<file path="src/core/irq_prio_pkg.sv">
// Constants for the priority level register block: offsets, masks, field positions.
// Assumes a 16-bit register port addressed by register index.
package irq_prio_pkg;

    localparam int          DATA_W      = 16;
    localparam int          CODE_W      = 2;
    localparam int          LEVEL_W     = 2;
    localparam int          NUM_SRC     = 23;

    // Register indices on the address port
    localparam logic [3:0]  TIMER_AB_C_PRIORITY_IDX      = 4'h7;
    localparam logic [3:0]  SERIAL0_TIMER_A_PRIORITY_IDX = 4'h8;
    localparam logic [3:0]  PWM_ADC_PRIORITY_IDX         = 4'h9;

    localparam logic [15:0] TIMER_AB_C_PRIORITY_RST      = 16'h0000;
    localparam logic [15:0] SERIAL0_TIMER_A_PRIORITY_RST = 16'h0000;
    localparam logic [15:0] PWM_ADC_PRIORITY_RST         = 16'h0000;

    // Writable bits; bits 11:10 of the serial register are reserved
    localparam logic [15:0] TIMER_AB_C_PRIORITY_MASK      = 16'hffff;
    localparam logic [15:0] SERIAL0_TIMER_A_PRIORITY_MASK = 16'hf3ff;
    localparam logic [15:0] PWM_ADC_PRIORITY_MASK         = 16'hffff;

    // Field codes
    localparam logic [1:0]  CODE_DISABLED = 2'h0;
    localparam logic [1:0]  CODE_LEVEL0   = 2'h1;
    localparam logic [1:0]  CODE_LEVEL1   = 2'h2;
    localparam logic [1:0]  CODE_LEVEL2   = 2'h3;
    localparam logic [1:0]  LEVEL_0       = 2'h0;
    localparam logic [1:0]  LEVEL_1       = 2'h1;
    localparam logic [1:0]  LEVEL_2       = 2'h2;

    // Field low bit positions, shared by all three registers
    localparam int          FLD_15_14 = 14;
    localparam int          FLD_13_12 = 12;
    localparam int          FLD_11_10 = 10;
    localparam int          FLD_9_8   = 8;
    localparam int          FLD_7_6   = 6;
    localparam int          FLD_5_4   = 4;
    localparam int          FLD_3_2   = 2;
    localparam int          FLD_1_0   = 0;

    // Source numbering on the request and enable vectors
    localparam int          SRC_TMR_A_CH0       = 0;
    localparam int          SRC_TMR_B_CH3       = 1;
    localparam int          SRC_TMR_B_CH2       = 2;
    localparam int          SRC_TMR_B_CH1       = 3;
    localparam int          SRC_TMR_B_CH0       = 4;
    localparam int          SRC_TMR_C_CH3       = 5;
    localparam int          SRC_TMR_C_CH2       = 6;
    localparam int          SRC_TMR_C_CH1       = 7;
    localparam int          SRC_SERIAL0_RX_FULL = 8;
    localparam int          SRC_SERIAL0_RX_ERR  = 9;
    localparam int          SRC_SERIAL0_TX_IDLE = 10;
    localparam int          SRC_SERIAL0_TX_EMPTY = 11;
    localparam int          SRC_TMR_A_CH3       = 12;
    localparam int          SRC_TMR_A_CH2       = 13;
    localparam int          SRC_TMR_A_CH1       = 14;
    localparam int          SRC_PWM_FIRST_FAULT = 15;
    localparam int          SRC_PWM_SECOND_FAULT = 16;
    localparam int          SRC_PWM_FIRST_RELOAD = 17;
    localparam int          SRC_PWM_SECOND_RELOAD = 18;
    localparam int          SRC_CONV_A_ZERO_CROSS = 19;
    localparam int          SRC_CONV_B_ZERO_CROSS = 20;
    localparam int          SRC_CONV_A_DONE     = 21;
    localparam int          SRC_CONV_B_DONE     = 22;

endpackage : irq_prio_pkg

</file>
<file path="src/core/prio_field_decode.sv">
// One two-bit priority field turned into an enable and a level.
// Purely combinational; the caller registers the results.
`timescale 1ns/10ps
module prio_field_decode
    import irq_prio_pkg::*;
(
    input  wire logic [irq_prio_pkg::CODE_W-1:0]  i_code,
    output logic                                  o_en,
    output logic      [irq_prio_pkg::LEVEL_W-1:0] o_level
);
    import irq_prio_pkg::*;

    always_comb begin
        case (i_code)
            CODE_LEVEL0: begin
                o_en    = 1'b1;
                o_level = LEVEL_0;
            end
            CODE_LEVEL1: begin
                o_en    = 1'b1;
                o_level = LEVEL_1;
            end
            CODE_LEVEL2: begin
                o_en    = 1'b1;
                o_level = LEVEL_2;
            end
            default: begin
                // Disabled sources show level 0 so no code can exceed level 2
                o_en    = 1'b0;
                o_level = LEVEL_0;
            end
        endcase
    end

endmodule : prio_field_decode

</file>
<file path="src/core/irq_priority_level_regs.sv">
// Priority level registers for timer, serial, PWM and converter interrupt sources.
// Assumes a single-cycle register port and synchronous peripheral request inputs.
// Summary of operation
// - Code 00 disables a source; 01, 10, 11 give levels 0, 1, 2.
// - No field encoding raises a source above level 2.
// - All fields reset to zero, every source starts disabled.
// - Serial register bits 11:10 read zero and ignore writes.
// - Timer register: timer A ch0 at 15:14, timer B ch3..0 at 13:6.
// - Timer register: timer C ch3, ch2, ch1 at 5:4, 3:2, 1:0.
// - Serial register: receiver full at 15:14, receiver error at 13:12.
// - Serial register: transmitter idle at 9:8, transmitter empty at 7:6.
// - Serial register: timer A ch3, ch2, ch1 at 5:4, 3:2, 1:0.
// - PWM register: first fault at 15:14, second fault at 13:12.
// - PWM register: first reload at 11:10, second reload at 9:8.
// - PWM register low byte: converter zero-cross A, B, then done A, B.
`timescale 1ns/10ps
module irq_priority_level_regs
    import irq_prio_pkg::*;
#(
    parameter int ADDR_W = 4
) (
    input  wire logic                             i_clk,
    input  wire logic                             i_rst_n,
    input  wire logic [ADDR_W-1:0]                i_addr,
    input  wire logic [irq_prio_pkg::DATA_W-1:0]  i_wr_data,
    input  wire logic                             i_wr_en,
    input  wire logic                             i_rd_en,
    output logic      [irq_prio_pkg::DATA_W-1:0]  o_rd_data,
    input  wire logic [irq_prio_pkg::NUM_SRC-1:0] i_src_irq,
    output logic      [irq_prio_pkg::NUM_SRC-1:0] o_src_en,
    output logic      [irq_prio_pkg::NUM_SRC-1:0] o_src_req,
    output logic      [1:0]                       o_tmr_a_ch0_level,
    output logic      [1:0]                       o_tmr_b_ch3_level,
    output logic      [1:0]                       o_tmr_b_ch2_level,
    output logic      [1:0]                       o_tmr_b_ch1_level,
    output logic      [1:0]                       o_tmr_b_ch0_level,
    output logic      [1:0]                       o_tmr_c_ch3_level,
    output logic      [1:0]                       o_tmr_c_ch2_level,
    output logic      [1:0]                       o_tmr_c_ch1_level,
    output logic      [1:0]                       o_serial0_rx_full_level,
    output logic      [1:0]                       o_serial0_rx_error_level,
    output logic      [1:0]                       o_serial0_tx_idle_level,
    output logic      [1:0]                       o_serial0_tx_empty_level,
    output logic      [1:0]                       o_tmr_a_ch3_level,
    output logic      [1:0]                       o_tmr_a_ch2_level,
    output logic      [1:0]                       o_tmr_a_ch1_level,
    output logic      [1:0]                       o_pwm_first_fault_level,
    output logic      [1:0]                       o_pwm_second_fault_level,
    output logic      [1:0]                       o_pwm_first_reload_level,
    output logic      [1:0]                       o_pwm_second_reload_level,
    output logic      [1:0]                       o_conv_a_zero_cross_level,
    output logic      [1:0]                       o_conv_b_zero_cross_level,
    output logic      [1:0]                       o_conv_a_done_level,
    output logic      [1:0]                       o_conv_b_done_level
);
    import irq_prio_pkg::*;

    // Register indices must be reachable on the address port
    if (ADDR_W < 4) begin : g_addr_check
        $error("ADDR_W must be at least 4");
    end

    typedef struct packed {
        logic [DATA_W-1:0]          timer_ab_c_priority_r;
        logic [DATA_W-1:0]          serial0_timer_a_priority_r;
        logic [DATA_W-1:0]          pwm_adc_priority_r;
        logic [DATA_W-1:0]          rd_data_r;
        logic [NUM_SRC-1:0]         src_en_r;
        logic [NUM_SRC-1:0]         src_req_r;
        logic [NUM_SRC*LEVEL_W-1:0] src_level_r;
    } state_type;

    localparam state_type STATE_RST = '{
        timer_ab_c_priority_r:      TIMER_AB_C_PRIORITY_RST,
        serial0_timer_a_priority_r: SERIAL0_TIMER_A_PRIORITY_RST,
        pwm_adc_priority_r:         PWM_ADC_PRIORITY_RST,
        rd_data_r:                  '0,
        src_en_r:                   '0,
        src_req_r:                  '0,
        src_level_r:                '0
    };

    state_type                    st_r;
    state_type                    st_nxt;
    logic [NUM_SRC*CODE_W-1:0]    field_code;
    logic [NUM_SRC-1:0]           dec_en;
    logic [NUM_SRC*LEVEL_W-1:0]   dec_level;
    logic [ADDR_W-1:0]            idx7;
    logic [ADDR_W-1:0]            idx8;
    logic [ADDR_W-1:0]            idx9;

    assign idx7 = ADDR_W'(TIMER_AB_C_PRIORITY_IDX);
    assign idx8 = ADDR_W'(SERIAL0_TIMER_A_PRIORITY_IDX);
    assign idx9 = ADDR_W'(PWM_ADC_PRIORITY_IDX);

    // Gather every field into one vector ordered by source number
    always_comb begin
        field_code = '0;
        field_code[SRC_TMR_A_CH0*CODE_W +: CODE_W] =
            st_r.timer_ab_c_priority_r[FLD_15_14 +: CODE_W];
        field_code[SRC_TMR_B_CH3*CODE_W +: CODE_W] =
            st_r.timer_ab_c_priority_r[FLD_13_12 +: CODE_W];
        field_code[SRC_TMR_B_CH2*CODE_W +: CODE_W] =
            st_r.timer_ab_c_priority_r[FLD_11_10 +: CODE_W];
        field_code[SRC_TMR_B_CH1*CODE_W +: CODE_W] =
            st_r.timer_ab_c_priority_r[FLD_9_8 +: CODE_W];
        field_code[SRC_TMR_B_CH0*CODE_W +: CODE_W] =
            st_r.timer_ab_c_priority_r[FLD_7_6 +: CODE_W];
        field_code[SRC_TMR_C_CH3*CODE_W +: CODE_W] =
            st_r.timer_ab_c_priority_r[FLD_5_4 +: CODE_W];
        field_code[SRC_TMR_C_CH2*CODE_W +: CODE_W] =
            st_r.timer_ab_c_priority_r[FLD_3_2 +: CODE_W];
        field_code[SRC_TMR_C_CH1*CODE_W +: CODE_W] =
            st_r.timer_ab_c_priority_r[FLD_1_0 +: CODE_W];
        field_code[SRC_SERIAL0_RX_FULL*CODE_W +: CODE_W] =
            st_r.serial0_timer_a_priority_r[FLD_15_14 +: CODE_W];
        field_code[SRC_SERIAL0_RX_ERR*CODE_W +: CODE_W] =
            st_r.serial0_timer_a_priority_r[FLD_13_12 +: CODE_W];
        field_code[SRC_SERIAL0_TX_IDLE*CODE_W +: CODE_W] =
            st_r.serial0_timer_a_priority_r[FLD_9_8 +: CODE_W];
        field_code[SRC_SERIAL0_TX_EMPTY*CODE_W +: CODE_W] =
            st_r.serial0_timer_a_priority_r[FLD_7_6 +: CODE_W];
        field_code[SRC_TMR_A_CH3*CODE_W +: CODE_W] =
            st_r.serial0_timer_a_priority_r[FLD_5_4 +: CODE_W];
        field_code[SRC_TMR_A_CH2*CODE_W +: CODE_W] =
            st_r.serial0_timer_a_priority_r[FLD_3_2 +: CODE_W];
        field_code[SRC_TMR_A_CH1*CODE_W +: CODE_W] =
            st_r.serial0_timer_a_priority_r[FLD_1_0 +: CODE_W];
        field_code[SRC_PWM_FIRST_FAULT*CODE_W +: CODE_W] =
            st_r.pwm_adc_priority_r[FLD_15_14 +: CODE_W];
        field_code[SRC_PWM_SECOND_FAULT*CODE_W +: CODE_W] =
            st_r.pwm_adc_priority_r[FLD_13_12 +: CODE_W];
        field_code[SRC_PWM_FIRST_RELOAD*CODE_W +: CODE_W] =
            st_r.pwm_adc_priority_r[FLD_11_10 +: CODE_W];
        field_code[SRC_PWM_SECOND_RELOAD*CODE_W +: CODE_W] =
            st_r.pwm_adc_priority_r[FLD_9_8 +: CODE_W];
        field_code[SRC_CONV_A_ZERO_CROSS*CODE_W +: CODE_W] =
            st_r.pwm_adc_priority_r[FLD_7_6 +: CODE_W];
        field_code[SRC_CONV_B_ZERO_CROSS*CODE_W +: CODE_W] =
            st_r.pwm_adc_priority_r[FLD_5_4 +: CODE_W];
        field_code[SRC_CONV_A_DONE*CODE_W +: CODE_W] =
            st_r.pwm_adc_priority_r[FLD_3_2 +: CODE_W];
        field_code[SRC_CONV_B_DONE*CODE_W +: CODE_W] =
            st_r.pwm_adc_priority_r[FLD_1_0 +: CODE_W];
    end

    for (genvar k = 0; k < NUM_SRC; k++) begin : g_dec
        prio_field_decode u_dec (
            .i_code  (field_code[k*CODE_W +: CODE_W]),
            .o_en    (dec_en[k]),
            .o_level (dec_level[k*LEVEL_W +: LEVEL_W])
        );
    end

    always_comb begin
        st_nxt = st_r;

        // Register writes; masking keeps reserved bits at zero
        if (i_wr_en) begin
            if (i_addr == idx7) begin
                st_nxt.timer_ab_c_priority_r = i_wr_data & TIMER_AB_C_PRIORITY_MASK;
            end else if (i_addr == idx8) begin
                st_nxt.serial0_timer_a_priority_r = i_wr_data & SERIAL0_TIMER_A_PRIORITY_MASK;
            end else if (i_addr == idx9) begin
                st_nxt.pwm_adc_priority_r = i_wr_data & PWM_ADC_PRIORITY_MASK;
            end
        end

        // Read data stands for one cycle only; unmapped indices read zero
        st_nxt.rd_data_r = '0;
        if (i_rd_en) begin
            if (i_addr == idx7) begin
                st_nxt.rd_data_r = st_r.timer_ab_c_priority_r;
            end else if (i_addr == idx8) begin
                st_nxt.rd_data_r = st_r.serial0_timer_a_priority_r & SERIAL0_TIMER_A_PRIORITY_MASK;
            end else if (i_addr == idx9) begin
                st_nxt.rd_data_r = st_r.pwm_adc_priority_r;
            end
        end

        // Decoded view follows stored fields one cycle later
        st_nxt.src_en_r    = dec_en;
        st_nxt.src_level_r = dec_level;
        // Gate with the same decode the enable output takes this edge
        st_nxt.src_req_r   = i_src_irq & dec_en;
    end

    always_ff @(posedge i_clk or negedge i_rst_n) begin
        if (!i_rst_n) begin
            st_r <= STATE_RST;
        end else begin
            st_r <= st_nxt;
        end
    end

    assign o_rd_data                 = st_r.rd_data_r;
    assign o_src_en                  = st_r.src_en_r;
    assign o_src_req                 = st_r.src_req_r;
    assign o_tmr_a_ch0_level         = st_r.src_level_r[SRC_TMR_A_CH0*LEVEL_W +: LEVEL_W];
    assign o_tmr_b_ch3_level         = st_r.src_level_r[SRC_TMR_B_CH3*LEVEL_W +: LEVEL_W];
    assign o_tmr_b_ch2_level         = st_r.src_level_r[SRC_TMR_B_CH2*LEVEL_W +: LEVEL_W];
    assign o_tmr_b_ch1_level         = st_r.src_level_r[SRC_TMR_B_CH1*LEVEL_W +: LEVEL_W];
    assign o_tmr_b_ch0_level         = st_r.src_level_r[SRC_TMR_B_CH0*LEVEL_W +: LEVEL_W];
    assign o_tmr_c_ch3_level         = st_r.src_level_r[SRC_TMR_C_CH3*LEVEL_W +: LEVEL_W];
    assign o_tmr_c_ch2_level         = st_r.src_level_r[SRC_TMR_C_CH2*LEVEL_W +: LEVEL_W];
    assign o_tmr_c_ch1_level         = st_r.src_level_r[SRC_TMR_C_CH1*LEVEL_W +: LEVEL_W];
    assign o_serial0_rx_full_level   = st_r.src_level_r[SRC_SERIAL0_RX_FULL*LEVEL_W +: LEVEL_W];
    assign o_serial0_rx_error_level  = st_r.src_level_r[SRC_SERIAL0_RX_ERR*LEVEL_W +: LEVEL_W];
    assign o_serial0_tx_idle_level   = st_r.src_level_r[SRC_SERIAL0_TX_IDLE*LEVEL_W +: LEVEL_W];
    assign o_serial0_tx_empty_level  = st_r.src_level_r[SRC_SERIAL0_TX_EMPTY*LEVEL_W +: LEVEL_W];
    assign o_tmr_a_ch3_level         = st_r.src_level_r[SRC_TMR_A_CH3*LEVEL_W +: LEVEL_W];
    assign o_tmr_a_ch2_level         = st_r.src_level_r[SRC_TMR_A_CH2*LEVEL_W +: LEVEL_W];
    assign o_tmr_a_ch1_level         = st_r.src_level_r[SRC_TMR_A_CH1*LEVEL_W +: LEVEL_W];
    assign o_pwm_first_fault_level   = st_r.src_level_r[SRC_PWM_FIRST_FAULT*LEVEL_W +: LEVEL_W];
    assign o_pwm_second_fault_level  = st_r.src_level_r[SRC_PWM_SECOND_FAULT*LEVEL_W +: LEVEL_W];
    assign o_pwm_first_reload_level  = st_r.src_level_r[SRC_PWM_FIRST_RELOAD*LEVEL_W +: LEVEL_W];
    assign o_pwm_second_reload_level = st_r.src_level_r[SRC_PWM_SECOND_RELOAD*LEVEL_W +: LEVEL_W];
    assign o_conv_a_zero_cross_level = st_r.src_level_r[SRC_CONV_A_ZERO_CROSS*LEVEL_W +: LEVEL_W];
    assign o_conv_b_zero_cross_level = st_r.src_level_r[SRC_CONV_B_ZERO_CROSS*LEVEL_W +: LEVEL_W];
    assign o_conv_a_done_level       = st_r.src_level_r[SRC_CONV_A_DONE*LEVEL_W +: LEVEL_W];
    assign o_conv_b_done_level       = st_r.src_level_r[SRC_CONV_B_DONE*LEVEL_W +: LEVEL_W];

endmodule : irq_priority_level_regs

</file>
<file path="config.mk">
export PLATFORM = sky130hd
export DESIGN_NAME = irq_priority_level_regs
export DESIGN_NICKNAME = d
export VERILOG_FILES = /design/src/core/irq_prio_pkg.sv /design/src/core/prio_field_decode.sv /design/src/core/irq_priority_level_regs.sv
export SDC_FILE = /design/constraint.sdc
export NUM_CORES = 1
export LEC_CHECK = 0
export BUFFER_PORTS_ARGS = -buffer_cell sky130_fd_sc_hd__clkbuf_2
export CORE_MARGIN = 1.5
export CORE_UTILIZATION = 35
export DETAILED_ROUTE_END_ITERATION = 8
export GPL_TIMING_DRIVEN = 0
export PLACE_DENSITY_LB_ADDON = 0.15
export SYNTH_ARGS = -nofsm -noshare
export SYNTH_HDL_FRONTEND = slang
export SYNTH_SLANG_ARGS = --single-unit
</file>
<file path="constraint.sdc">
create_clock -name i_clk -period 3 [get_ports i_clk]
set_input_delay 0.75 -clock i_clk [delete_from_list [all_inputs] [get_ports i_clk]]
set_output_delay 0.75 -clock i_clk [all_outputs]
set_load 0.02 [all_outputs]
</file>
# Word level (Yosys, flattened, before mapping)
# Cells that the tools add are included.
totals:
  reg_bits: 154
  inputBits: 47
  output_inout_bits: 108
  wordCells: 158
classes:
  eq_ne: 72
  mux: 50
  bitwise_logic: 3
  reduce_logical: 26
ops:
  columns: ["op", "count"]
  rows:
  - ["$eq 2x2->1 const B", 46]
  - ["$pmux 2 s2", 23]
  - ["$reduce_or 3->1", 23]
  - ["$mux 16", 4]
  - ["$eq 2x1->1 const B", 23]
  - ["$and 23x23->23", 1]
  - ["$mux 1", 23]
  - ["$eq 4x4->1 const B", 2]
  - ["$eq 4x3->1 const B", 1]
  - ["$reduce_and 4->1", 1]
  - ["$reduce_and 3->1", 1]
  - ["$not 1->1", 2]
  - ["$reduce_and 2->1", 1]

# Longest topological paths before layout
logic_depth:
  word_depth: 5
  mapped_depth: 5
  ltp_nobuf: 3

# Cells and area by module
# Synthesis repeated with hierarchy kept, for this count alone.
unflattened:
  hier_cells: 355
  hier_area_um2: 5532.8
modules_own_cells:
  columns: ["module", "instances", "cells_each", "area_each_um2", "seq_area_each_um2"]
  rows:
  - ["irq_priority_level_regs", 1, 286, 5014.8, 3853.7]
  - ["prio_field_decode", 23, 3, 22.5, 0.0]

# Worst setup path after synthesis
# OpenSTA, ideal clock, no wires.
synth_path:
  kind: "input to register"
  from: "input port i_addr[0]"
  to: "register st_r, in the netlist field_code[16]"
  setup_ns: 0.125
  t_arrival_ns: 1.718
  t_required_ns: 2.875
  slack_ns: 1.157
  stages: 4
  path_buffers: 1
  cell_sequence: "nor4b_4 > nand2_2 > buf_6 > mux2_4"
synth_between:
  elab_chain_cells: 3
  elab_cells_between_ends: 4
  classes_between: "eq/ne (2); bitwise (1); reduce/logical (1)"
synth_rtl:
  columns: ["item", "line", "rtl"]
  rows:
  - ["from (decl)", "irq_priority_level_regs.sv:24", "input wire logic [ADDR_W-1:0] i_addr,"]
  - ["$eq 4x3->1", "irq_priority_level_regs.sv:160", "if (i_addr == idx7) begin"]
  - ["$not 1->1 (no line)", null, null]
  - ["$reduce_and 3->1 (no line) (*)", null, null]
  - ["to (signal assigned)", "irq_priority_level_regs.sv:192", "st_r <= st_nxt;"]
  - ["to (decl)", "irq_priority_level_regs.sv:83", "state_type st_r;"]
# Every way passes the cells marked *; elsewhere a longest branch is shown, timed or not.
# A chain may end at the register's enable or synchronous reset.

==> results.py <==
metrics = {
    "status": {
        "status": "completed",
    },
    "floorplan": {
        "pin_count": 155,
        "die_x_um": 129,
        "core_area_um2": 15300,
        "initial_core_util": 0.362,
        "num_rows": 45,
        "die_y_um": 129,
        "die_area_um2": 16600,
    },
    "global_route": {
        "antenna_found_initial": 0,
        "grt_start_max_net_pins": 82,
        "grt_pass1_wl_mm": 19.1,
        "grt_pass1_vias": 3566,
        "grtUsageTotal": 0.157,
        "gr-total-overflow": 0,
    },
    "route": {
        "routed_wl_mm": 12.1,
        "firstDrtPassIters": 4,
        "drc": 0,
        "postRouteAntennaNets": 0,
        "avgRoutedWirePerCell_um": 15.8,
        "drt_iter0_markers": 162,
        "route.vias.total": 3432,
        "vias_per_cell": 4.47,
    },
    "critical_path": {
        "slowest_delay_ns": 0.54,
        "cp-start-kind": "input pin",
        "critPathMaxFanout": 10,
        "cp.required_ns": 3.34,
        "crit_chain": "clkbuf_2 -> buf_4 -> nand4b_1 -> clkbuf_1 -> o21ai_0 -> a21oi_1",
        "cp_top_family": "buffers and inverters",
        "cp.arrival_ns": 2.27,
        "worst-setup-path-type": "in -> reg",
        "crit_slowest_cell": "clkbuf_1",
        "crit_buf_inv": 3,
        "endpoint_kind": "flop",
    },
    "place": {
        "io_buffer_count": 154,
        "dp_hpwl_mm": 8.46,
        "routabilityCongestion": 0.688,
    },
    "final_layout": {
        "seq_area_um2": 3850,
        "nets": 590,
        "fill_cells": 1440,
        "multi_input_area_um2": 1620,
        "area_delta_synth_final_pct": 30.5,
        "drive_gt1_frac": 0.480,
        "insertedDiodeCount": 0,
    },
    "synth": {
        "synth_seq_cells": 154,
        "synth-xor-area-share": 0,
        "syn_area_um2": 5540,
        "syn-num-nets": 416,
        "synth_top_family_by_area": "simple AND/OR/NAND/NOR gates",
        "synth_compound_area_frac": 0.0384,
        "synthMuxAreaShare": 0.114,
        "synth_fa_ha_area_frac": 0,
        "synth-seq-area-share": 0.696,
        "synthSimpleGateAreaFrac": 0.140,
        "ys_types": 23,
        "synth_cells": 369,
        "syn_avg_cell_area_um2": 15.0,
        "yosysWarnings": 0,
    },
    "power_and_ir_drop": {
        "power.total_w": 0.00616,
        "internal_power_w": 0.00443,
        "p_clk_frac": 0.363,
        "combPwrFrac": 0.192,
        "p_per_area_nw_per_um2": 853,
        "p_sw_w": 0.00174,
        "irDropWorstVdd_uv": 373,
        "sequentialPowerShare": 0.445,
        "swShare": 0.282,
        "p_leak_nw": 3.65,
    },
    "sta": {
        "setup_violations": 0,
        "final_max_slew_viol_count": 0,
        "slew_headroom": 0.583,
        "period_minus_slack_ns": 1.93,
        "finalHoldViolCount": 0,
        "worst_pin_slew_ns": 0.625,
        "skew_ns": 0.00531,
        "grt_setup_unrepaired": "no",
        "hold_slack_ns": 0.321,
        "fmax_mhz": 517,
        "fin_crit_sh": 0.645,
    },
    "hold_path": {
        "hold_path.class": "in -> async",
    },
    "clocking": {
        "cts_tree": "built",
        "cts_buffers": 17,
        "clk_pin_slew_ns": 0.06,
        "cts.sinks": 154,
        "h-tree-depth": 4,
        "insertion_delay_ns": 0.42,
        "ctsHoldBuffers": 0,
        "cts_buffer_depth": 2,
        "ctsResizeCount": 0,
        "clock-root-buffer": "clkbuf_16",
        "cts_setup_buffers": 0,
    },
    "flow_run": {
        "maxCapViolations": 0,
    },
}
-- power by group through the flow --
| stage | combinational (W) | sequential, W | clock (W) |
|---|---|---|---|
| after global routing | 0.00128 | 0.00281 | 0.00238 |
| after global placement | 0.00118 | 0.00277 | 0 |
| after detailed placement | 0.00120 | 0.00279 | 0 |
| final | 0.00119 | 0.00274 | 0.00224 |
| after floorplan | 0.000413 | 0.00308 | 0 |
| after CTS | 0.00121 | 0.00275 | 0.00228 |
-- flip-flops by register name, summed over array words and instances, names as in the netlist, 16 cells and up --
register / flops
o_rd_data: 16
o_src_en: 23
field_code: 46
o_src_req: 23
-- worst register-to-register path: cells and delay by family, from the launching register on --
family	cells	cell delay [ns]
flops	1	0.43
simple gates	2	0.49
-- worst paths after layout --
check / start / end / slack, ns / depth (start not counted)
max: i_addr[0] / o_rd_data[7]$_DFF_PN0_ / 1.07 / 6
min: i_rst_n / o_src_req[9]$_DFF_PN0_ / 0.32 / 1
max reg2reg: field_code[45]$_DFFE_PN0P_ / o_src_req[22]$_DFF_PN0_ / 1.98 / 2
min reg2reg: field_code[16]$_DFFE_PN0P_ / o_serial0_rx_full_level[0]$_DFF_PN0_ / 0.48 / 1
max in group asynchronous: i_rst_n / o_tmr_c_ch3_level[1]$_DFF_PN0_ / 1.90 / 2
min in group i_clk: field_code[16]$_DFFE_PN0P_ / o_serial0_rx_full_level[0]$_DFF_PN0_ / 0.48 / 1
-- kinds of logic after synthesis --
logic type,Yosys count
compound gates,40
simple gates,119
flops,154
mux,46
buf+inv,10
-- area by class of cell --
| class | count | area share |
|---|---|---|
| clock buffer | 20 | 0.0618 |
| timing repair buffer | 155 | 0.112 |
| sequential | 154 | 0.533 |
| buffer | 10 | 0.00935 |
| tap | 211 | 0.0365 |
| clock inverter | 12 | 0.0237 |
| multi-input combinational | 205 | 0.224 |
-- cell usage after synthesis, drive strengths merged --
cell    count  area [µm²]
nand3      15        87.6
or2        23         144
a32oi       2        17.5
nor2b      25         156
nor3b       1        18.8
and2       46         288
buf         7        56.3
nand2       6        32.5
clkbuf      3        11.3
nand4b      1        8.76
nor4b       1        23.8
o21ai      14        70.1
a31oi       4        25.0
and4b       1        13.8
a21oi      20         100
mux2       46         631
dfrtp     154        3850
-- cells in the final DEF, fill, tap and decap left out, types with 5 or more instances in the layout --
master	n
or2_2	23
a21oi_1	20
clkbuf_2	153
dfrtp_1	154
mux2_4	30
clkbuf_1	5
o21ai_0	14
nand3_1	14
mux2_2	16
and2_1	46
clkbuf_16	17
nor2b_1	25
-- layer usage --
metal / global-route usage / share of wire
met5: 0 / 0
met2: 0.251 / 0.50
met4: 0.0654 / 0.019
met3: 0.0570 / 0.058
met1: 0.193 / 0.43
-- stage by stage --
step	area, µm²	utilization	worst slack (ns)	instances	setup TNS (ns)
floorplan	5540	-	1.16	369	0
global placement	6570	0.429	-1.33	734	-202.53
detailed placement	6610	0.432	0.603	735	0
CTS	7230	0.472	1.05	767	0
global route	7230	0.472	0.968	767	0
finish	7230	0.472	1.07	767	0
(Power assumes the default switching activity.)
